### config.mk
export PLATFORM = sky130hd
export DESIGN_NAME = scrb_top
export DESIGN_NICKNAME = d
export VERILOG_FILES = /design/src/rtl/scrb_pkg.sv /design/src/rtl/scrb_sync.sv /design/src/rtl/scrb_top.sv
export SDC_FILE = /design/constraint.sdc
export NUM_CORES = 1
export LEC_CHECK = 0
export ABC_AREA = 1
export BUFFER_PORTS_ARGS = -buffer_cell sky130_fd_sc_hd__buf_2
export CORE_ASPECT_RATIO = 1.5
export CORE_UTILIZATION = 30
export CTS_BUF_LIST = sky130_fd_sc_hd__clkbuf_2 sky130_fd_sc_hd__clkbuf_4 sky130_fd_sc_hd__clkbuf_8
export DETAILED_ROUTE_END_ITERATION = 10
export MAX_ROUTING_LAYER = met4
export PLACE_DENSITY = 0.53
export SETUP_SLACK_MARGIN = 0.1
export SYNTH_ARGS = -nofsm -noshare
export SYNTH_HDL_FRONTEND = slang
export SYNTH_SLANG_ARGS = --single-unit
### constraint.sdc
create_clock -name ref_clk -period 3.2 [get_ports ref_clk]
set_input_delay 0.32 -clock ref_clk [delete_from_list [all_inputs] [get_ports ref_clk]]
set_output_delay 0.32 -clock ref_clk [all_outputs]
set_load 0.02 [all_outputs]
### src/rtl/scrb_pkg.sv
package scrb_pkg;
  // ----------------------------------------
  // I/O port addresses
  // ----------------------------------------
  localparam logic [9:0] PORT_SYS_CTRL = 10'h061;
  localparam logic [9:0] PORT_CLK_IDX = 10'h070;
  localparam logic [9:0] PORT_FAST_RST = 10'h092;
  localparam logic [9:0] PORT_CFG_IDX = 10'h1ed;
  localparam logic [9:0] PORT_CFG_DATA = 10'h1ef;
  // ----------------------------------------
  // Configuration indexes
  // ----------------------------------------
  localparam logic [7:0] IDX_ID_HIGH = 8'h00;
  localparam logic [7:0] IDX_ID_LOW = 8'h01;
  localparam logic [7:0] IDX_BANK_CFG = 8'h10;
  localparam logic [7:0] IDX_OPT_CTRL = 8'h11;
  localparam logic [7:0] IDX_SHADOW_LO = 8'h14;
  localparam logic [7:0] IDX_SHADOW_HI = 8'h15;
  localparam logic [7:0] IDX_ROM_MAP = 8'h16;
  localparam logic [7:0] IDX_ROM_CTRL = 8'h17;
  localparam logic [7:0] IDX_CLK_SHADOW = 8'hd0;
  // ----------------------------------------
  // Writable field masks and bit positions
  // ----------------------------------------
  localparam logic [7:0] MASK_BANK_CFG = 8'hdf;
  localparam logic [7:0] MASK_OPT_CTRL = 8'h17;
  localparam logic [7:0] MASK_ROM_CTRL = 8'he3;
  localparam int BIT_FLUSH = 4;
  localparam int BIT_PARITY_DISABLE = 2;
  localparam int BIT_RELOC = 1;
  localparam int BIT_MASTER_SHADOW_ENABLE = 0;
  localparam int BIT_BIOS_WIN = 6;
  localparam int BIT_NMI = 7;
  localparam int BIT_A20 = 1;
  localparam int BIT_FRST = 0;
  localparam logic [4:0] BANK_CODE_MAX = 5'h1c;
  // ----------------------------------------
  // Reset values and timing
  // ----------------------------------------
  localparam logic [7:0] RST_ZERO = 8'h00;
  localparam logic [7:0] RST_CLK_IDX = 8'h80;
  localparam logic [7:0] RST_CFG_IDX = 8'h00;
  localparam int RST_PULSE_NS = 100;
  localparam int CLK_PERIOD_NS = 10;
  localparam int RST_PULSE_CYC = (RST_PULSE_NS + CLK_PERIOD_NS - 1) / CLK_PERIOD_NS;
  localparam int SYNC_WIDTH = 5;
endpackage

### src/rtl/scrb_sync.sv
`timescale 1ns/1ns
`default_nettype none
module scrb_sync #(
  parameter int WIDTH = 1
) (
  // Clock and reset
  input wire logic ref_clk,
  input wire logic nrst,
  // Data
  input wire logic [WIDTH-1:0] async_in,
  output logic [WIDTH-1:0] sync_out
);
  logic [WIDTH-1:0] meta_reg;
  logic [WIDTH-1:0] meta_next;
  logic [WIDTH-1:0] sync_reg;
  logic [WIDTH-1:0] sync_next;

  always_comb begin
    meta_next = async_in;
    sync_next = meta_reg;
  end

  always_ff @(posedge ref_clk or negedge nrst) begin
    if (!nrst) begin
      meta_reg <= '0;
      sync_reg <= '0;
    end else begin
      meta_reg <= meta_next;
      sync_reg <= sync_next;
    end
  end

  assign sync_out = sync_reg;
endmodule
`default_nettype wire

### src/rtl/scrb_top.sv
// What this block does
// - Control port bit 7 reads 1 once a DRAM parity error was seen.
// - Control port bit 6 reads 1 while channel check error line is asserted.
// - Control port bit 5 returns live speaker timer output level.
// - Control port bit 4 toggles on every refresh cycle.
// - Control port bit 3, reset 0, suppresses channel check errors when 1.
// - Control port bit 2 disables parity; index 11h parity disable overrides it.
// - Control port bit 1 gates timer output onto speaker pin.
// - Control port bit 0 drives speaker timer gate input.
// - Port 070h bit 7 masks NMI; resets to 1, disabled.
// - Port 070h write presents bits 6:0 on peripheral data bus.
// - Last port 070h value readable at configuration index D0h.
// - Port 092h bit 1 clear forces A20 low, set passes it.
// - Port 092h bit 0 rising edge pulses processor reset high.
// - Index at 1EDh selects register reached through data port 1EFh.
// - Indexes 00h and 01h hold product code and revision, read only.
// - Index 10h bits 4:0 pick bank layout; codes 29 to 31 reserved.
// - Index 10h bits 7:6 memory type; 00 is DRAM.
// - Index 11h bit 4 set drives cache flush output low.
// - Index 11h bit 1 relocates adapter region memory to top.
// - Indexes 14h and 15h enable segment shadowing under master enable.
// - Index 16h bits map segments C0000h to DFFFFh to boot ROM.
// - Index 17h bit 6 picks boot ROM window size.
`timescale 1ns/1ns
`default_nettype none
module scrb_top #(
  parameter logic [11:0] PRODUCT_CODE = 12'h5a3,  // Arbitrary value
  parameter logic [3:0] REVISION_CODE = 4'h2       // Arbitrary value
) (
  // Clock and reset
  input wire logic ref_clk,
  input wire logic nrst,
  // Processor I/O cycle, one-cycle strobes on ref_clk
  input wire logic io_wr,
  input wire logic io_rd,
  input wire logic [9:0] io_addr,
  input wire logic [7:0] io_wdata,
  output logic [7:0] io_rdata,
  output logic io_rvalid,
  // System pins, asynchronous
  input wire logic parity_error_in,
  input wire logic channel_check_in,
  input wire logic speaker_timer_output,
  input wire logic refresh_pulse,
  input wire logic proc_addr_line_in,
  // Control outputs
  output logic speaker_timer_run,
  output logic speaker_out,
  output logic parity_check_enable,
  output logic channel_check_enable,
  output logic nmi_enable,
  output logic [6:0] peripheral_data_bus,
  output logic peripheral_data_strobe,
  output logic proc_addr_line_out,
  output logic proc_reset_out,
  output logic flush_n,
  output logic relocate_enable,
  output logic [4:0] bank_layout,
  output logic bank_layout_valid,
  output logic [1:0] memory_type,
  output logic [15:0] shadow_enable,
  output logic [7:0] boot_rom_map,
  output logic bios_window_small
);
  // ----------------------------------------
  // Pin synchronisers
  // ----------------------------------------
  logic [scrb_pkg::SYNC_WIDTH-1:0] pins_s;

  scrb_sync #(.WIDTH(scrb_pkg::SYNC_WIDTH)) u_sync (
    .ref_clk(ref_clk),
    .nrst(nrst),
    .async_in({proc_addr_line_in, refresh_pulse, speaker_timer_output, channel_check_in, parity_error_in}),
    .sync_out(pins_s)
  );

  logic parity_s, chk_s, tim_s, ref_s, a20_s;
  assign parity_s = pins_s[0];
  assign chk_s = pins_s[1];
  assign tim_s = pins_s[2];
  assign ref_s = pins_s[3];
  assign a20_s = pins_s[4];

  // ----------------------------------------
  // Register state
  // ----------------------------------------
  logic [7:0] ctl_reg, ctl_next;          // bits 3:0 writable
  logic par_flag_reg, par_flag_next;
  logic refresh_toggle_reg, refresh_toggle_next;
  logic ref_prev_reg, ref_prev_next;
  logic [7:0] clk_idx_reg, clk_idx_next;
  logic [1:0] fast_reg, fast_next;
  logic [7:0] config_pointer_reg, config_pointer_next;
  logic [7:0] bank_reg, bank_next;
  logic [7:0] opt_reg, opt_next;
  logic [7:0] shlo_reg, shlo_next;
  logic [7:0] shhi_reg, shhi_next;
  logic [7:0] rom_map_reg, rom_map_next;
  logic [7:0] rom_ctl_reg, rom_ctl_next;
  logic [7:0] rst_cnt_reg, rst_cnt_next;
  logic [7:0] rdata_reg, rdata_next;
  logic rvalid_reg, rvalid_next;
  logic [6:0] pdb_reg, pdb_next;
  logic pdb_stb_reg, pdb_stb_next;

  function automatic logic hit(input logic [9:0] a, input logic [9:0] port);
    hit = (a == port);
  endfunction

  logic wr_cfg;
  assign wr_cfg = io_wr && hit(io_addr, scrb_pkg::PORT_CFG_DATA);

  // ----------------------------------------
  // Next-state logic
  // ----------------------------------------
  always_comb begin
    ctl_next = ctl_reg;
    clk_idx_next = clk_idx_reg;
    fast_next = fast_reg;
    config_pointer_next = config_pointer_reg;
    bank_next = bank_reg;
    opt_next = opt_reg;
    shlo_next = shlo_reg;
    shhi_next = shhi_reg;
    rom_map_next = rom_map_reg;
    rom_ctl_next = rom_ctl_reg;
    pdb_next = pdb_reg;
    pdb_stb_next = 1'b0;
    ref_prev_next = ref_s;
    // A parity error latches and stays until reset; nothing clears it
    par_flag_next = par_flag_reg | (parity_s & parity_check_enable);
    refresh_toggle_next = refresh_toggle_reg ^ (ref_s & ~ref_prev_reg);
    rst_cnt_next = (rst_cnt_reg != 8'h00) ? rst_cnt_reg - 8'h01 : 8'h00;
    if (io_wr) begin
      if (hit(io_addr, scrb_pkg::PORT_SYS_CTRL)) begin
        ctl_next = {4'h0, io_wdata[3:0]};
      end
      if (hit(io_addr, scrb_pkg::PORT_CLK_IDX)) begin
        clk_idx_next = io_wdata;
        pdb_next = io_wdata[6:0];
        pdb_stb_next = 1'b1;
      end
      if (hit(io_addr, scrb_pkg::PORT_FAST_RST)) begin
        fast_next = io_wdata[1:0];
        if (io_wdata[scrb_pkg::BIT_FRST] && !fast_reg[scrb_pkg::BIT_FRST]) begin
          rst_cnt_next = 8'(scrb_pkg::RST_PULSE_CYC);
        end
      end
      if (hit(io_addr, scrb_pkg::PORT_CFG_IDX)) begin
        config_pointer_next = io_wdata;
      end
    end
    if (wr_cfg) begin
      case (config_pointer_reg)
        scrb_pkg::IDX_BANK_CFG: bank_next = io_wdata & scrb_pkg::MASK_BANK_CFG;
        scrb_pkg::IDX_OPT_CTRL: opt_next = io_wdata & scrb_pkg::MASK_OPT_CTRL;
        scrb_pkg::IDX_SHADOW_LO: shlo_next = io_wdata;
        scrb_pkg::IDX_SHADOW_HI: shhi_next = io_wdata;
        scrb_pkg::IDX_ROM_MAP: rom_map_next = io_wdata;
        scrb_pkg::IDX_ROM_CTRL: rom_ctl_next = io_wdata & scrb_pkg::MASK_ROM_CTRL;
        default: ;
      endcase
    end
  end

  // ----------------------------------------
  // Read path
  // ----------------------------------------
  always_comb begin
    rdata_next = 8'h00;
    rvalid_next = io_rd;
    if (io_rd) begin
      case (io_addr)
        scrb_pkg::PORT_SYS_CTRL: rdata_next = {par_flag_reg, chk_s & channel_check_enable, tim_s,
                                               refresh_toggle_reg, ctl_reg[3:0]};
        scrb_pkg::PORT_FAST_RST: rdata_next = {6'h00, fast_reg};
        scrb_pkg::PORT_CFG_IDX: rdata_next = config_pointer_reg;
        scrb_pkg::PORT_CFG_DATA: begin
          case (config_pointer_reg)
            scrb_pkg::IDX_ID_HIGH: rdata_next = PRODUCT_CODE[11:4];
            scrb_pkg::IDX_ID_LOW: rdata_next = {PRODUCT_CODE[3:0], REVISION_CODE};
            scrb_pkg::IDX_BANK_CFG: rdata_next = bank_reg;
            scrb_pkg::IDX_OPT_CTRL: rdata_next = opt_reg;
            scrb_pkg::IDX_SHADOW_LO: rdata_next = shlo_reg;
            scrb_pkg::IDX_SHADOW_HI: rdata_next = shhi_reg;
            scrb_pkg::IDX_ROM_MAP: rdata_next = rom_map_reg;
            scrb_pkg::IDX_ROM_CTRL: rdata_next = rom_ctl_reg;
            scrb_pkg::IDX_CLK_SHADOW: rdata_next = clk_idx_reg;
            default: rdata_next = 8'h00;
          endcase
        end
        // Port 070h is write only; its value is seen through the shadow index
        default: rdata_next = 8'h00;
      endcase
    end
  end

  // ----------------------------------------
  // Registers
  // ----------------------------------------
  always_ff @(posedge ref_clk or negedge nrst) begin
    if (!nrst) begin
      ctl_reg <= scrb_pkg::RST_ZERO;
      par_flag_reg <= 1'b0;
      refresh_toggle_reg <= 1'b0;
      ref_prev_reg <= 1'b0;
      clk_idx_reg <= scrb_pkg::RST_CLK_IDX;
      fast_reg <= 2'h0;
      config_pointer_reg <= scrb_pkg::RST_CFG_IDX;
      bank_reg <= scrb_pkg::RST_ZERO;
      opt_reg <= scrb_pkg::RST_ZERO;
      shlo_reg <= scrb_pkg::RST_ZERO;
      shhi_reg <= scrb_pkg::RST_ZERO;
      rom_map_reg <= scrb_pkg::RST_ZERO;
      rom_ctl_reg <= scrb_pkg::RST_ZERO;
      rst_cnt_reg <= 8'h00;
      rdata_reg <= 8'h00;
      rvalid_reg <= 1'b0;
      pdb_reg <= 7'h00;
      pdb_stb_reg <= 1'b0;
    end else begin
      ctl_reg <= ctl_next;
      par_flag_reg <= par_flag_next;
      refresh_toggle_reg <= refresh_toggle_next;
      ref_prev_reg <= ref_prev_next;
      clk_idx_reg <= clk_idx_next;
      fast_reg <= fast_next;
      config_pointer_reg <= config_pointer_next;
      bank_reg <= bank_next;
      opt_reg <= opt_next;
      shlo_reg <= shlo_next;
      shhi_reg <= shhi_next;
      rom_map_reg <= rom_map_next;
      rom_ctl_reg <= rom_ctl_next;
      rst_cnt_reg <= rst_cnt_next;
      rdata_reg <= rdata_next;
      rvalid_reg <= rvalid_next;
      pdb_reg <= pdb_next;
      pdb_stb_reg <= pdb_stb_next;
    end
  end

  // ----------------------------------------
  // Output flops
  // ----------------------------------------
  // Derived outputs other than speaker_out, proc_addr_line_out and proc_reset_out are computed from next-state values so that they settle
  // on the same edge as the registers behind them; those three lag the registers they are built from by one cycle
  logic spk_reg, spk_next, a20_reg, a20_next, prst_reg, prst_next;
  logic par_en_reg, par_en_next, chk_en_reg, chk_en_next;
  logic nmi_en_reg, nmi_en_next, flush_n_reg, flush_n_next;
  logic blv_reg, blv_next;
  logic [15:0] shadow_reg, shadow_next;

  always_comb begin
    spk_next = tim_s & ctl_reg[1];
    a20_next = a20_s & fast_reg[scrb_pkg::BIT_A20];
    prst_next = (rst_cnt_reg != 8'h00);
    // Index 11h disable wins over the control port enable
    par_en_next = ~ctl_next[2] & ~opt_next[scrb_pkg::BIT_PARITY_DISABLE];
    chk_en_next = ~ctl_next[3];
    nmi_en_next = ~clk_idx_next[scrb_pkg::BIT_NMI];
    flush_n_next = ~opt_next[scrb_pkg::BIT_FLUSH];
    blv_next = (bank_next[4:0] <= scrb_pkg::BANK_CODE_MAX) && (bank_next[7:6] == 2'b00);
    shadow_next = {shhi_next, shlo_next} & {16{opt_next[scrb_pkg::BIT_MASTER_SHADOW_ENABLE]}};
  end

  always_ff @(posedge ref_clk or negedge nrst) begin
    if (!nrst) begin
      spk_reg <= 1'b0;
      a20_reg <= 1'b0;
      prst_reg <= 1'b0;
      par_en_reg <= 1'b1;
      chk_en_reg <= 1'b1;
      nmi_en_reg <= 1'b0;
      flush_n_reg <= 1'b1;
      blv_reg <= 1'b1;
      shadow_reg <= 16'h0000;
    end else begin
      spk_reg <= spk_next;
      a20_reg <= a20_next;
      prst_reg <= prst_next;
      par_en_reg <= par_en_next;
      chk_en_reg <= chk_en_next;
      nmi_en_reg <= nmi_en_next;
      flush_n_reg <= flush_n_next;
      blv_reg <= blv_next;
      shadow_reg <= shadow_next;
    end
  end

  assign io_rdata = rdata_reg;
  assign io_rvalid = rvalid_reg;
  assign speaker_timer_run = ctl_reg[0];
  assign speaker_out = spk_reg;
  assign parity_check_enable = par_en_reg;
  assign channel_check_enable = chk_en_reg;
  assign nmi_enable = nmi_en_reg;
  assign peripheral_data_bus = pdb_reg;
  assign peripheral_data_strobe = pdb_stb_reg;
  assign proc_addr_line_out = a20_reg;
  assign proc_reset_out = prst_reg;
  assign flush_n = flush_n_reg;
  assign relocate_enable = opt_reg[scrb_pkg::BIT_RELOC];
  assign bank_layout = bank_reg[4:0];
  assign bank_layout_valid = blv_reg;
  assign memory_type = bank_reg[7:6];
  assign shadow_enable = shadow_reg;
  assign boot_rom_map = rom_map_reg;
  assign bios_window_small = rom_ctl_reg[scrb_pkg::BIT_BIOS_WIN];
endmodule
`default_nettype wire

======== Word-level counts from Yosys, hierarchy flattened ========
Index checks and enable logic that the tools add are counted.
word-level totals
  flip-flop bits (word level) ............. 117
  input port bits ......................... 27
  output and inout bits ................... 59
  word-level logic and storage cells ...... 96
cells by class
  add/subtract/negate cells ............... 1
  $lt $le $gt $ge ......................... 1
  eq/ne operators ......................... 13
  mux-type cells .......................... 21
  bitwise operators ....................... 15
  reductions and logical operators ........ 14
operators with widths
  operator                                                            number
  8-bit two-way mux                                                   13
  8-bit one-hot mux with 9 select lines                               1
  8-bit by 5-bit == test with 1-bit output, second input constant     6
  8-bit one-hot mux with 4 select lines                               1
  10-bit by 7-bit == test with 1-bit output, second input constant    2
  10-bit by 9-bit == test with 1-bit output, second input constant    2
  16-bit bitwise AND                                                  1
  2-bit AND reduction                                                 7
  10-bit by 8-bit == test with 1-bit output, second input constant    1
  5-bit two-way mux                                                   2
  8-bit by 1-bit == test with 1-bit output, second input constant     1
  8-bit == test, second input constant                                1
  8-bit logical NOT                                                   1
  4-bit two-way mux                                                   2
  8-bit nonzero test                                                  1
  8-bit by 1-bit subtractor with 8-bit output, second input constant  1
  1-bit bitwise AND                                                   6
  1-bit inverter                                                      6
  5-bit less-or-equal comparator, second input constant               1
  1-bit logical AND                                                   3
  2-bit logical NOT                                                   1
  1-bit two-way mux                                                   2
  1-bit logical NOT                                                   1
  1-bit OR                                                            1
  1-bit XOR                                                           1

======== Longest topological paths before layout ========
Gate-level depths: netlist of the first run.
  depth after elaboration ................. 5
  gate-level depth with buffers ........... 12
  mapped depth without buffers ............ 11

======== By module ========
A second synthesis of the first run with hierarchy kept.
second synthesis, totals
  cell total of the unflattened synthesis .. 598
  area total of the unflattened synthesis .. 5,142.4 um^2
modules (own cells, without submodules)
  module     times used  cells an instance  area each (um^2)  sequential area each (um^2)
  scrb_top   1           588                4,892.2           2,683.8
  scrb_sync  1           10                 250.2             250.2

======== Worst setup path after synthesis of the first run ========
No wires, ideal clock.
  path type ............................... register -> register
  start ................................... reg config_pointer_reg[5]
  end ..................................... reg shadow_reg[15] (netlist: shadow_enable[15])
  library setup time ...................... 0.136 ns
  data arrival time ....................... 1.370 ns
  required time ........................... 3.064 ns
  setup slack ............................. 1.695 ns
  cell stages (with the launch flop) ...... 10
  path buffers ............................ 0
  clock period less this slack ............ 1.505 ns
  cells stage by stage .................... dfrtp_1 -> inv_2 -> nand2_1 -> nor2_2 -> nand3_2 -> or2_1 -> nor2_4 -> inv_2 -> nand2_1 -> a21oi_1
between the ends
  word-level cells in the longest chain between the ends .. 4
  elaborated cells between the ends (all ways) .. 7
  those cells by class .................... eq/ne: 2; mux: 4; bitwise: 1
ends and longest elaborated chain
  what                                                           RTL line         text
  from (decl)                                                    scrb_top.sv:93   logic [7:0] config_pointer_reg, config_pointer_next;
  from (signal assigned)                                         scrb_top.sv:209  config_pointer_reg <= scrb_pkg::RST_CFG_IDX;
  from (signal assigned)                                         scrb_top.sv:228  config_pointer_reg <= config_pointer_next;
  8-bit by 5-bit == test with 1-bit output                       scrb_top.sv:154  case (config_pointer_reg)
  8-bit two-way mux / 5-bit two-way mux (equally long branches)  scrb_top.sv:154
  8-bit two-way mux / 5-bit two-way mux (equally long branches)  scrb_top.sv:153  if (wr_cfg) begin
  16-bit bitwise AND *                                           scrb_top.sv:264  shadow_next = {shhi_next, shlo_next} & {16{opt_next[scrb_pkg::BIT_MASTER_SHADOW_ENABLE]}};
  via shadow_next[15]                                            scrb_top.sv:252  logic [15:0] shadow_reg, shadow_next;
  to (signal assigned)                                           scrb_top.sv:287  shadow_reg <= shadow_next;
  to (decl)                                                      scrb_top.sv:252
The timed path passes the listed nets; every way through them passes the cells marked *.
A chain may end at the register's enable or synchronous reset.

======== Worst setup path after layout of the first run ========
  start ................................... reg config_pointer_reg[5]
  end ..................................... reg shadow_reg[10] (netlist: shadow_enable[10])
The elaborated chain is that of the path after synthesis.

==> flow_summary_export.csv, run 1 <==
group,metric,value,unit
pwr,pwr-share-seq,47.0,%
sta,whs,0.0470,ns
worst_hold_path,min_to,"io_rvalid",
floorplan,die_y,163,um
final_layout,nFillCells,1746,
placement,io_buffers,85,
grt,grt_first_pass_wirelength,23200,um
worst_setup_path,critPathCaptureType,"flop",
worst_setup_path,cp_cell_sequence,"inv_2 -> nand2_1 -> nor2_2 -> nand3_2 -> or2_1 -> nor2_4 -> inv_2 -> nand2_1 -> a21oi_1",
final_layout,largest_register_ffs,16,
drt,wl,14700,um
synth,synth_area_per_cell,8.54,um^2
final_layout,areaGrowthSynthToFinish,21.5,%
floorplan,ios,86,
pwr,powerDensity,547,mW/mm^2
synth,ys_types,34,
synth,ys_ff_latch,117,
cts,ctsHtreeMaxLevel,4,
drt,vias_per_cell,4.64,
drt,vias,4278,
sta,fin_worst_skew,0.0109,ns
cts,cts_buffer_depth,2,
worst_setup_path,worstPathRequired,3.48,ns
pwr,clock_power_share,44.8,%
floorplan,die-area,0.0177,mm^2
sta,max_freq,484,MHz
synth,yosysWarnings,0,
final_layout,nets,728,
run_status,outcome,"finished clean",
worst_setup_path,r2r_end,"shadow_enable[10]",
worst_setup_path,critPathBufInv,2,
cts,path_clk_slew,0.07,ns
worst_setup_path,worst_path_max_delay_cell,"dfrtp_1",
cts,cts-root-buf,"clkbuf_8",
sta,tns,0,ns
worst_setup_path,ff2ff_path_depth,9,
sta,rsz0062_at_grt,"false",
sta,min_period,2.06,ns
worst_hold_path,min_path_type,"in -> reg",
worst_setup_path,r2r_start,"config_pointer_reg[5]",
cts,cts_tree,"built",
cts,ctsResizeCount,0,
pwr,p_comb_share,8.1,%
synth,netlist_instances,604,
placement,post-place-cells,884,
pwr,p_int,2.60,mW
worst_setup_path,critical_path.max_stage_delay,0.42,ns
grt,overflow,0,
sta,hold_viol,0,
drt,drc,0,
floorplan,die_w,109,um
synth,yosysSeqAreaShare,56.9,%
worst_setup_path,ff2ff_setup_slack,1.14,ns
sta,slew_viol_final,0,
final_layout,diodes,0,
worst_hold_path,hold_start,"io_rd",
synth,syn-num-nets,633,
worst_setup_path,path_delay_family,"simple AND/OR/NAND/NOR gates",
synth,syn-cell-area,0.00516,mm^2
grt,grt_pass1_vias,4384,
sta,max_slew_margin,52.3,%
placement,place.detailed.hpwl,11100,um
final_layout,drive_above_1_share,20.8,%
sta,finalCritPeriodShare,64.5,%
pwr,p_leak,3.20,nW
cts,hold_buffers,6,
grt,grt.total_usage,18.5,%
drt,ant_nets,0,
worst_setup_path,cp_max_fo,11,
sta,worst_pin_slew,0.715,ns
grt,antenna_found_initial,0,
final_layout,fin_cells,922,
worst_setup_path,crit_type,"reg -> reg",
run,cap_violations,0,
worst_setup_path,start_kind,"flop",
drt,routedWlPerCell,15.9,um
cts,cts-buffers-inserted,17,
pwr,swShare,24.2,%
pwr,peakVddDrop,0.184,mV
floorplan,initial_core_util,30.8,%
floorplan,core,0.0168,mm^2
sta,final-setup-viol-count,0,
floorplan,rows,58,
grt,grt_max_degree,98,
drt,first_pass_iters,5,
synth,synth_top_area_share,54.3,%
cts,clock_latency,0.44,ns
synth,yosys.area.top_type,"dfrtp_1",
worst_setup_path,cp.depth,9,
worst_setup_path,arrival,2.34,ns
cts,cts_setup_buffers,0,
drt,drtIter0Drc,268,
worst_hold_path,whs_path_depth,1,
pwr,power.switching,0.828,mW
synth,ys_top_cells_by_area,"dfrtp_1 54%, nand2_1 13%, o21ai_0 4.4%",
cts,cts_num_sinks,117,
placement,gp_congestion,0.915,
layout by cell type (no fill, tap or decap), types with 3 or more instances in the layout:
| cell type | n |
|---|---|
| nand2_1 | 181 |
| nor3_1 | 8 |
| nand2_2 | 3 |
| nor2_4 | 3 |
| nor2_1 | 52 |
| nor2_2 | 6 |
| bufinv_16 | 5 |
| xnor2_1 | 3 |
| o21ai_1 | 5 |
| inv_1 | 56 |
| inv_2 | 6 |
| clkbuf_8 | 18 |
| dlygate4sd3_1 | 6 |
| dfrtp_1 | 112 |
| buf_2 | 84 |
| o21ai_0 | 45 |
| a21oi_1 | 31 |
| nand3_1 | 43 |
| dfstp_2 | 5 |
| clkinv_2 | 4 |
| clkinvlp_4 | 5 |
| nand4_1 | 10 |
Yosys cell counts (all sizes together):
master,instances
nand3b,1
dfrtp,112
inv,62
nand3,45
dfstp,5
nor2,61
nor3b,1
clkinv,2
a31oi,1
o21ai,51
buf,15
a21o,1
nor3,9
clkbuf,2
ha,2
or2,2
xnor2,3
xor2,2
nand2,185
nor4,1
a21oi,31
nand4,10
cell families after synthesis:
kind of cell	count (synthesis)	synth area share (%)
xor gates and xnor gates	5	0.849
DFF	117	56.9
buffers and inverters	81	7.04
adders and majority gates	2	0.485
and+or+nand+nor	315	26.4
AOI/OAI and AO/OA	84	8.30
power by group through the flow:
stage / clock (mW) / combinational (mW) / sequential, mW
after floorplan: 0 / 0.171 / 1.63
after CTS: 1.58 / 0.284 / 1.61
after global routing: 1.65 / 0.321 / 1.62
final: 1.54 / 0.279 / 1.61
after global placement: 0 / 0.269 / 1.64
after detailed placement: 0 / 0.278 / 1.64
worst reg2reg max path, cell delays in order (launching register included):
cell and delay, ns:
dfrtp_1 0.42, inv_2 0.07, nand2_1 0.08, nor2_2 0.41, nand3_2 0.17, or2_1 0.28
nor2_4 0.20, inv_2 0.12, nand2_1 0.10, a21oi_1 0.08
stage by stage:
step	area [um^2]	util [%]	power, mW	setup WS, ns
5_1_grt	6270	37.4	3.59	0.888
2_1_floorplan	5160	-	1.80	1.69
4_1_cts	6270	37.4	3.48	1.13
6_report	6270	37.4	3.43	1.14
3_5_place_dp	5750	34.3	1.92	1.11
3_3_place_gp	5750	34.3	1.91	1.13
routing by layer:
layer	GRT usage [%]	up-vias	share of wire, %
met2	30.1	113	50
met1	21.5	2024	43
met3	3.48	28	3.4
met5	-	-	0
met4	9.15	0	3.2
li1	-	2113	-
cell type report:
cell class / count / area (um^2) / share of cell area, %
tap: 210 / 263 / 4.19
timing repair buffer: 93 / 515 / 8.22
sequential: 117 / 2930 / 46.8
inverter: 64 / 240 / 3.83
multi-input combinational: 406 / 1860 / 29.7
clock inverter: 14 / 208 / 3.31
clock buffer: 18 / 248 / 3.95
worst max path at each step:
stage	endpoint	slack [ns]	startpoint
2_1_floorplan	shadow_enable[15]	1.69	config_pointer_reg[5]
3_3_place_gp	shadow_enable[9]	1.13	io_addr[4]
3_5_place_dp	shadow_enable[13]	1.11	io_addr[4]
4_1_cts	shadow_enable[13]	1.13	config_pointer_reg[1]
5_1_grt	shadow_enable[9]	0.89	config_pointer_reg[5]
6_report	shadow_enable[10]	1.14	config_pointer_reg[5]
Power figures use the tool's default switching activity.
==> inputs of run 2 (changes only) <==
--- a/config.mk
+++ b/config.mk
@@ -12,7 +12,7 @@
 export CTS_BUF_LIST = sky130_fd_sc_hd__clkbuf_2 sky130_fd_sc_hd__clkbuf_4 sky130_fd_sc_hd__clkbuf_8
 export DETAILED_ROUTE_END_ITERATION = 10
 export MAX_ROUTING_LAYER = met4
-export PLACE_DENSITY = 0.53
+export PLACE_DENSITY = 0.55
 export SETUP_SLACK_MARGIN = 0.1
 export SYNTH_ARGS = -nofsm -noshare
 export SYNTH_HDL_FRONTEND = slang
==> constraint.sdc (replaced) <==
create_clock -name ref_clk -period 1.8 [get_ports ref_clk]
set_input_delay 0.18 -clock ref_clk [delete_from_list [all_inputs] [get_ports ref_clk]]
set_output_delay 0.18 -clock ref_clk [all_outputs]
set_load 0.02 [all_outputs]
==> run 2 against run 1 <==
Compared with the run above:
- non-clock buffer count increased by 41
- sequential power increased by 78%
- clock power increased by 99%
- clock skew increased by 0.00071 ns
- critical path depth unchanged
- routed wire length increased by 7.2%
- final cell count increased by 4.6%
- combinational power increased by 91%
- die area unchanged
- largest power group is now clock
- cell area increased by 11%
- register-to-register slack got worse by 1.1 ns
- global-route usage increased by 0.25 points
==> flow_summary_export.csv, run 2 (synthesis gave the netlist of run 1 again) <==
group,metric,value,unit
run_status,outcome,"finished clean",
sta,slew_viol_final,0,
sta,final-setup-viol-count,0,
final_layout,design_area,0.00693,mm^2
sta,min_period,1.74,ns
cts,path_clk_slew,0.07,ns
worst_setup_path,critPathCaptureType,"flop",
floorplan,ios,86,
sta,max_slew_margin,72.4,%
floorplan,core,0.0168,mm^2
worst_setup_path,worstPathRequired,2.13,ns
sta,tns,0,ns
grt,overflow,0,
run,cap_violations,0,
grt,grt_first_pass_wirelength,23400,um
worst_setup_path,crit_type,"reg -> reg",
floorplan,rows,58,
grt,antenna_found_initial,0,
placement,io_buffers,85,
floorplan,die-area,0.0177,mm^2
cts,cts_buffer_depth,2,
drt,first_pass_iters,4,
sta,whs,0.0450,ns
placement,place.detailed.hpwl,11300,um
grt,grt.total_usage,18.7,%
pwr,p_leak,3.49,nW
placement,placed_area,0.00594,mm^2
floorplan,die_w,109,um
worst_setup_path,start_kind,"flop",
cts,cts-buffers-inserted,17,
pwr,swShare,24.2,%
worst_setup_path,arrival,2.06,ns
drt,drtIter0Drc,262,
pwr,pwr-share-seq,44.4,%
final_layout,nets,770,
final_layout,diodes,0,
floorplan,die_y,163,um
drt,wl,15700,um
drt,ant_nets,0,
cts,cts_tree,"built",
final_layout,nFillCells,1684,
final_layout,final_common_cell,"nand2_1",
grt,grt_pass1_vias,4303,
worst_setup_path,ff2ff_setup_slack,0.06,ns
pwr,powerDensity,931,mW/mm^2
final_layout,mostFrequentLayoutCells,"161 x nand2_1, 111 x dfrtp_1, 84 x buf_2, 53 x inv_1, 42 x nor2_1",
pwr,p_comb_share,8.3,%
drt,vias_per_cell,4.61,
final_layout,areaGrowthSynthToFinish,34.4,%
drt,routedWlPerCell,16.3,um
sta,max_freq,576,MHz
pwr,clock_power_share,47.4,%
sta,fin_worst_skew,0.0116,ns
placement,dp_slack,-0.0752,ns
final_layout,drive_above_1_share,32.0,%
sta,hold_viol,0,
sta,rsz0062_at_grt,"true",
sta,finalCritPeriodShare,96.5,%
cts,cts_num_sinks,117,
drt,vias,4448,
cts,clock_latency,0.44,ns
sta,worst_pin_slew,0.413,ns
pwr,power.switching,1.56,mW
final_layout,largest_register_ffs,16,
worst_hold_path,min_path_type,"in -> reg",
grt,grt_max_degree,50,
sta,timing.final.ws_setup,0.0635,ns
drt,drc,0,
worst_setup_path,cp_max_fo,8,
pwr,p_int,4.89,mW
placement,gp_congestion,0.869,
pwr,peakVddDrop,0.569,mV
cts,ctsHtreeMaxLevel,4,
cts,cts-root-buf,"clkbuf_8",
floorplan,initial_core_util,30.8,%
run 2: cell types whose count changed in the layout (fill, tap and decap cells not counted), sizes merged:
cell and delta:
bufinv +1, clkbuf +4, clkinv -1, buf +38
dlygate4sd3 +2, nor2 +1, clkinvlp -3
run 2: final timing paths:
| kind | startpoint | to | cells after the start |
|---|---|---|---|
| hold / removal | io_wdata[7] | shlo_reg[7] | 3 |
| hold reg to reg | u_sync.meta_reg[1] | u_sync.sync_out[1] | 0 |
| max in group asynchronous | nrst | parity_check_enable | 3 |
| setup / recovery | config_pointer_reg[7] | shadow_enable[10] | 9 |
| min in group asynchronous | nrst | proc_addr_line_out | 2 |
| setup reg to reg | config_pointer_reg[7] | shadow_enable[10] | 9 |
run 2: repair_timing:
item                                    4_1_cts  5_1_grt
cloned                                        1        3
hold buffers                                  8        0
resized for setup                            11       68
setup buffers                                 0       16
pin swaps                                     1       16
endpoints found under the setup margin       14       44
endpoints found under the hold margin        34        0
run 2: worst max-delay path, stage by stage, from the launching register on:
cell	delay, ns
dfrtp_1	0.43
inv_2	0.10
nand2_4	0.06
nor2_4	0.15
nand3_4	0.09
or2_4	0.28
nor2_4	0.18
clkinv_4	0.16
nand2_2	0.10
a21oi_1	0.06
run 2: final cells by class:
| type | count | area [um^2] | share of cell area, % |
|---|---|---|---|
| Inverter | 64 | 248 | 3.57 |
| Clock buffer | 21 | 283 | 4.08 |
| Clock inverter | 11 | 221 | 3.19 |
| Sequential cell | 117 | 2940 | 42.3 |
| Tap cell | 210 | 263 | 3.79 |
| Multi-Input combinational cell | 407 | 2070 | 29.9 |
| Timing Repair Buffer | 134 | 911 | 13.1 |
run 2: stage by stage:
stage | utilization (%) | instances | total power, mW
2_1_floorplan | - | 604 | 3.20
3_3_place_gp | 35.4 | 904 | 3.41
3_5_place_dp | 35.4 | 904 | 3.41
4_1_cts | 39.2 | 945 | 6.51
5_1_grt | 41.4 | 964 | 6.72
6_report | 41.4 | 964 | 6.45
run 2: power by group through the flow:
stage               clock, mW  combinational (mW)  sequential, mW
finish                   3.06               0.533            2.86
global placement            0               0.495            2.91
detailed placement          0               0.502            2.91
floorplan                   0               0.303            2.90
CTS                      3.13               0.520            2.86
global route             3.22               0.619            2.88
run 2: routing by layer:
metal  vias to the layer above  share of wire, %  GRT usage [%]
met5                         -                 0              -
met4                         0               3.4           8.91
met3                        36               3.4           2.92
met2                       114                52           30.7
met1                      2101                42           22.2
li1                       2197                 -              -
==> inputs of run 3 (changes only) <==
--- a/config.mk
+++ b/config.mk
@@ -5,7 +5,6 @@
 export SDC_FILE = /design/constraint.sdc
 export NUM_CORES = 1
 export LEC_CHECK = 0
-export ABC_AREA = 1
 export BUFFER_PORTS_ARGS = -buffer_cell sky130_fd_sc_hd__buf_2
 export CORE_ASPECT_RATIO = 1.5
 export CORE_UTILIZATION = 30
@@ -14,6 +13,7 @@
 export MAX_ROUTING_LAYER = met4
 export PLACE_DENSITY = 0.55
 export SETUP_SLACK_MARGIN = 0.1
+export SKIP_LAST_GASP = 1
 export SYNTH_ARGS = -nofsm -noshare
 export SYNTH_HDL_FRONTEND = slang
 export SYNTH_SLANG_ARGS = --single-unit
==> run 3 against run 2 <==
Compared with the run above:
- the run now ends with negative setup slack left
- via count is 15% lower
- global-route usage is 0.52 points lower
- combinational power is 14% higher
- count of clock-buffer cells in the layout is 4 lower
- first-iteration DRC count is 42% lower
- fmax is 22% lower
- die area is 0.17% higher
- flip-flop and latch count stayed put
- critical path depth is 3 lower
- sequential share of layout area is 1.2 points lower
- largest power group is now registers
- highest routed layer unchanged
==> flow_summary_export.csv, run 3 <==
group,metric,value,unit
cts,cts-root-buf,"clkbuf_8",
drt,drc,0,
sta,finalCritPeriodShare,123,%
cts,path_clk_slew,0.08,ns
pwr,powerDensity,825,mW/mm^2
floorplan,die-area,0.0178,mm^2
placement,dp_slack,-0.483,ns
cts,cts_num_sinks,117,
floorplan,core,0.0168,mm^2
final_layout,nets,568,
pwr,peakVddDrop,0.394,mV
synth,ys_types,61,
run_status,outcome,"finished, violations left",
drt,vias_per_cell,4.97,
grt,grt.total_usage,18.2,%
worst_setup_path,worstPathRequired,2.13,ns
synth,yosysSeqAreaShare,56.8,%
synth,ys_ff_latch,117,
synth,syn-num-nets,421,
drt,wl,14500,um
placement,place.detailed.hpwl,10100,um
final_layout,design_area,0.00713,mm^2
floorplan,rows,58,
worst_setup_path,crit_end,"shadow_enable[2]",
sta,worst_pin_slew,0.664,ns
final_layout,nFillCells,1584,
grt,grt_first_pass_wirelength,23100,um
placement,gp_congestion,0.887,
run,cap_violations,0,
synth,synthTopCellsByCount,"112 x dfrtp_1, 61 x mux2_2, 20 x nor2_1",
cts,ctsHtreeMaxLevel,4,
synth,ys_top_cells_by_area,"dfrtp_1 54%, mux2_2 13%, dfstp_2 2.5%",
final_layout,drive_above_1_share,53.1,%
final_layout,areaGrowthSynthToFinish,38.0,%
worst_hold_path,min_path_type,"in -> reg",
run_status,violations,"negative setup slack",
synth,synth-edff-count,0,
sta,rsz0062_at_grt,"true",
worst_setup_path,crit_type,"reg -> reg",
sta,max_slew_margin,55.4,%
sta,timing.final.ws_setup,-0.417,ns
worst_setup_path,r2r_end,"shadow_enable[2]",
drt,drtIter0Drc,153,
worst_setup_path,start_kind,"flop",
floorplan,die_y,163,um
placement,io_buffers,85,
worst_setup_path,arrival,2.54,ns
sta,min_period,2.22,ns
pwr,p_leak,3.41,nW
synth,yosysWarnings,0,
placement,placed_area,0.00622,mm^2
final_layout,final_common_cell,"dfrtp_1",
synth,yosys.area.top_type,"dfrtp_1",
final_layout,largest_register_ffs,16,
drt,vias,3785,
drt,ant_nets,0,
worst_setup_path,cp_max_fo,8,
final_layout,utilization,42.4,%
final_layout,mostFrequentLayoutCells,"111 x dfrtp_1, 84 x buf_2, 45 x mux2_2, 42 x buf_4, 19 x nor2_1",
synth,synth_area_per_cell,13.2,um^2
cts,clock_latency,0.44,ns
sta,max_freq,451,MHz
cts,cts-buffers-inserted,17,
synth,yosysMostFrequentCell,"dfrtp_1",
grt,grt_max_degree,47,
cts,cts_buffer_depth,2,
sta,hold_viol,0,
synth,netlist_instances,392,
placement,post-place-cells,713,
worst_setup_path,r2r_start,"config_pointer_reg[5]",
sta,final-setup-viol-count,63,
worst_setup_path,ff2ff_path_depth,6,
drt,routedWlPerCell,19.0,um
final_layout,fin_cells,762,
cts,cts_tree,"built",
synth,synth_top_area_share,54.3,%
sta,slew_viol_final,0,
synth,synth_flop_cell,"dfrtp_1",
grt,grt_pass1_vias,4153,
grt,antenna_found_initial,0,
worst_setup_path,critPathCaptureType,"flop",
floorplan,ios,86,
worst_setup_path,ff2ff_setup_slack,-0.42,ns
synth,ys_async_sr_fraction,100,%
synth,syn-cell-area,0.00517,mm^2
floorplan,die_w,109,um
grt,overflow,0,
worst_setup_path,cp-startpoint,"config_pointer_reg[5]",
floorplan,initial_core_util,30.7,%
drt,first_pass_iters,6,
sta,whs,0.0658,ns
sta,fin_worst_skew,0.0125,ns
final_layout,diodes,0,
-- run 3: changes by cell type in the layout (fill, tap and decap cells not counted), sizes merged, moves of 7 or more --
cell	before	now
nand2	185	18
buf	125	145
nand3	45	6
o21ai	51	5
nor2	62	20
nor2b	0	19
mux2	0	61
a21oi	31	5
nand4	10	3
inv	62	22
-- run 3: power by group --
part / switching [mW] / leakage, nW / internal, mW / total [mW]
Sequential: 0.113 / 1.55 / 2.76 / 2.87
Combinational: 0.326 / 1.66 / 0.282 / 0.608
Clock: 1.25 / 0.196 / 1.15 / 2.40
-- run 3: how the worst min path moves through the flow --
stage	from	endpoint	slack [ns]	cells past startpoint
6_report	io_wdata[5]	boot_rom_map[5]	0.07	2
5_1_grt	io_wdata[5]	boot_rom_map[5]	0.07	2
4_1_cts	io_wdata[5]	peripheral_data_bus[5]	0.06	2
3_5_place_dp	nrst	u_sync.meta_reg[1]	0.16	1
3_3_place_gp	nrst	u_sync.sync_out[1]	0.16	1
2_1_floorplan	nrst	bank_reg[0]	-0.12	0
-- run 3: logic make-up after synthesis --
logic type      after synthesis  synth area share [%]
simple gates                112                  14.3
buf+inv                      37                  3.56
flops                       117                  56.8
compound gates               45                  6.81
fa+ha+maj                     2                 0.484
xor+xnor                      7                  1.19
mux                          72                  16.9
-- run 3: area by class of cell --
type                       instances  area [um^2]  area share, %
clock inverter                    15          156           2.19
clock buffer                      17          234           3.28
tap                              210          263           3.68
multi-input combinational        238         2370           33.2
sequential                       117         2940           41.2
inverter                          11         41.3          0.579
timing repair buffer             154         1130           15.9
-- run 3: per-layer routing --
metal / wire (um) / track usage, % / vias up
li1: - / - / 1722
met5: 0 / - / -
met2: 7780 / 31.1 / 95
met1: 5770 / 20.5 / 1932
met4: 485 / 8.17 / 0
met3: 436 / 3.04 / 36
-- run 3: what timing repair did --
| item | 4_1_cts | 5_1_grt |
|---|---|---|
| buffers inserted | 5 | 3 |
| resized for setup | 59 | 14 |
| pin swaps | 21 | 9 |
| cloned | 2 | 0 |
| endpoints found under the hold margin | 37 | 0 |
| endpoints found under the setup margin | 75 | 75 |
| hold buffers | 7 | 0 |
-- run 3: critical path, stage by stage, from the launching register on --
cell and delay, ns:
dfrtp_1 0.40, or4b_4 0.55, nor3b_4 0.24, nor4b_4 0.29, buf_12 0.19, mux2_4 0.31
nor2b_4 0.12
-- run 3: per-stage QoR --
stage | power, mW | TNS [ns]
2_1_floorplan | 3.20 | -20.06
5_1_grt | 6.18 | -25.37
3_3_place_gp | 3.43 | -22.45
3_5_place_dp | 3.45 | -23.37
6_report | 5.88 | -19.63
4_1_cts | 5.92 | -20.17
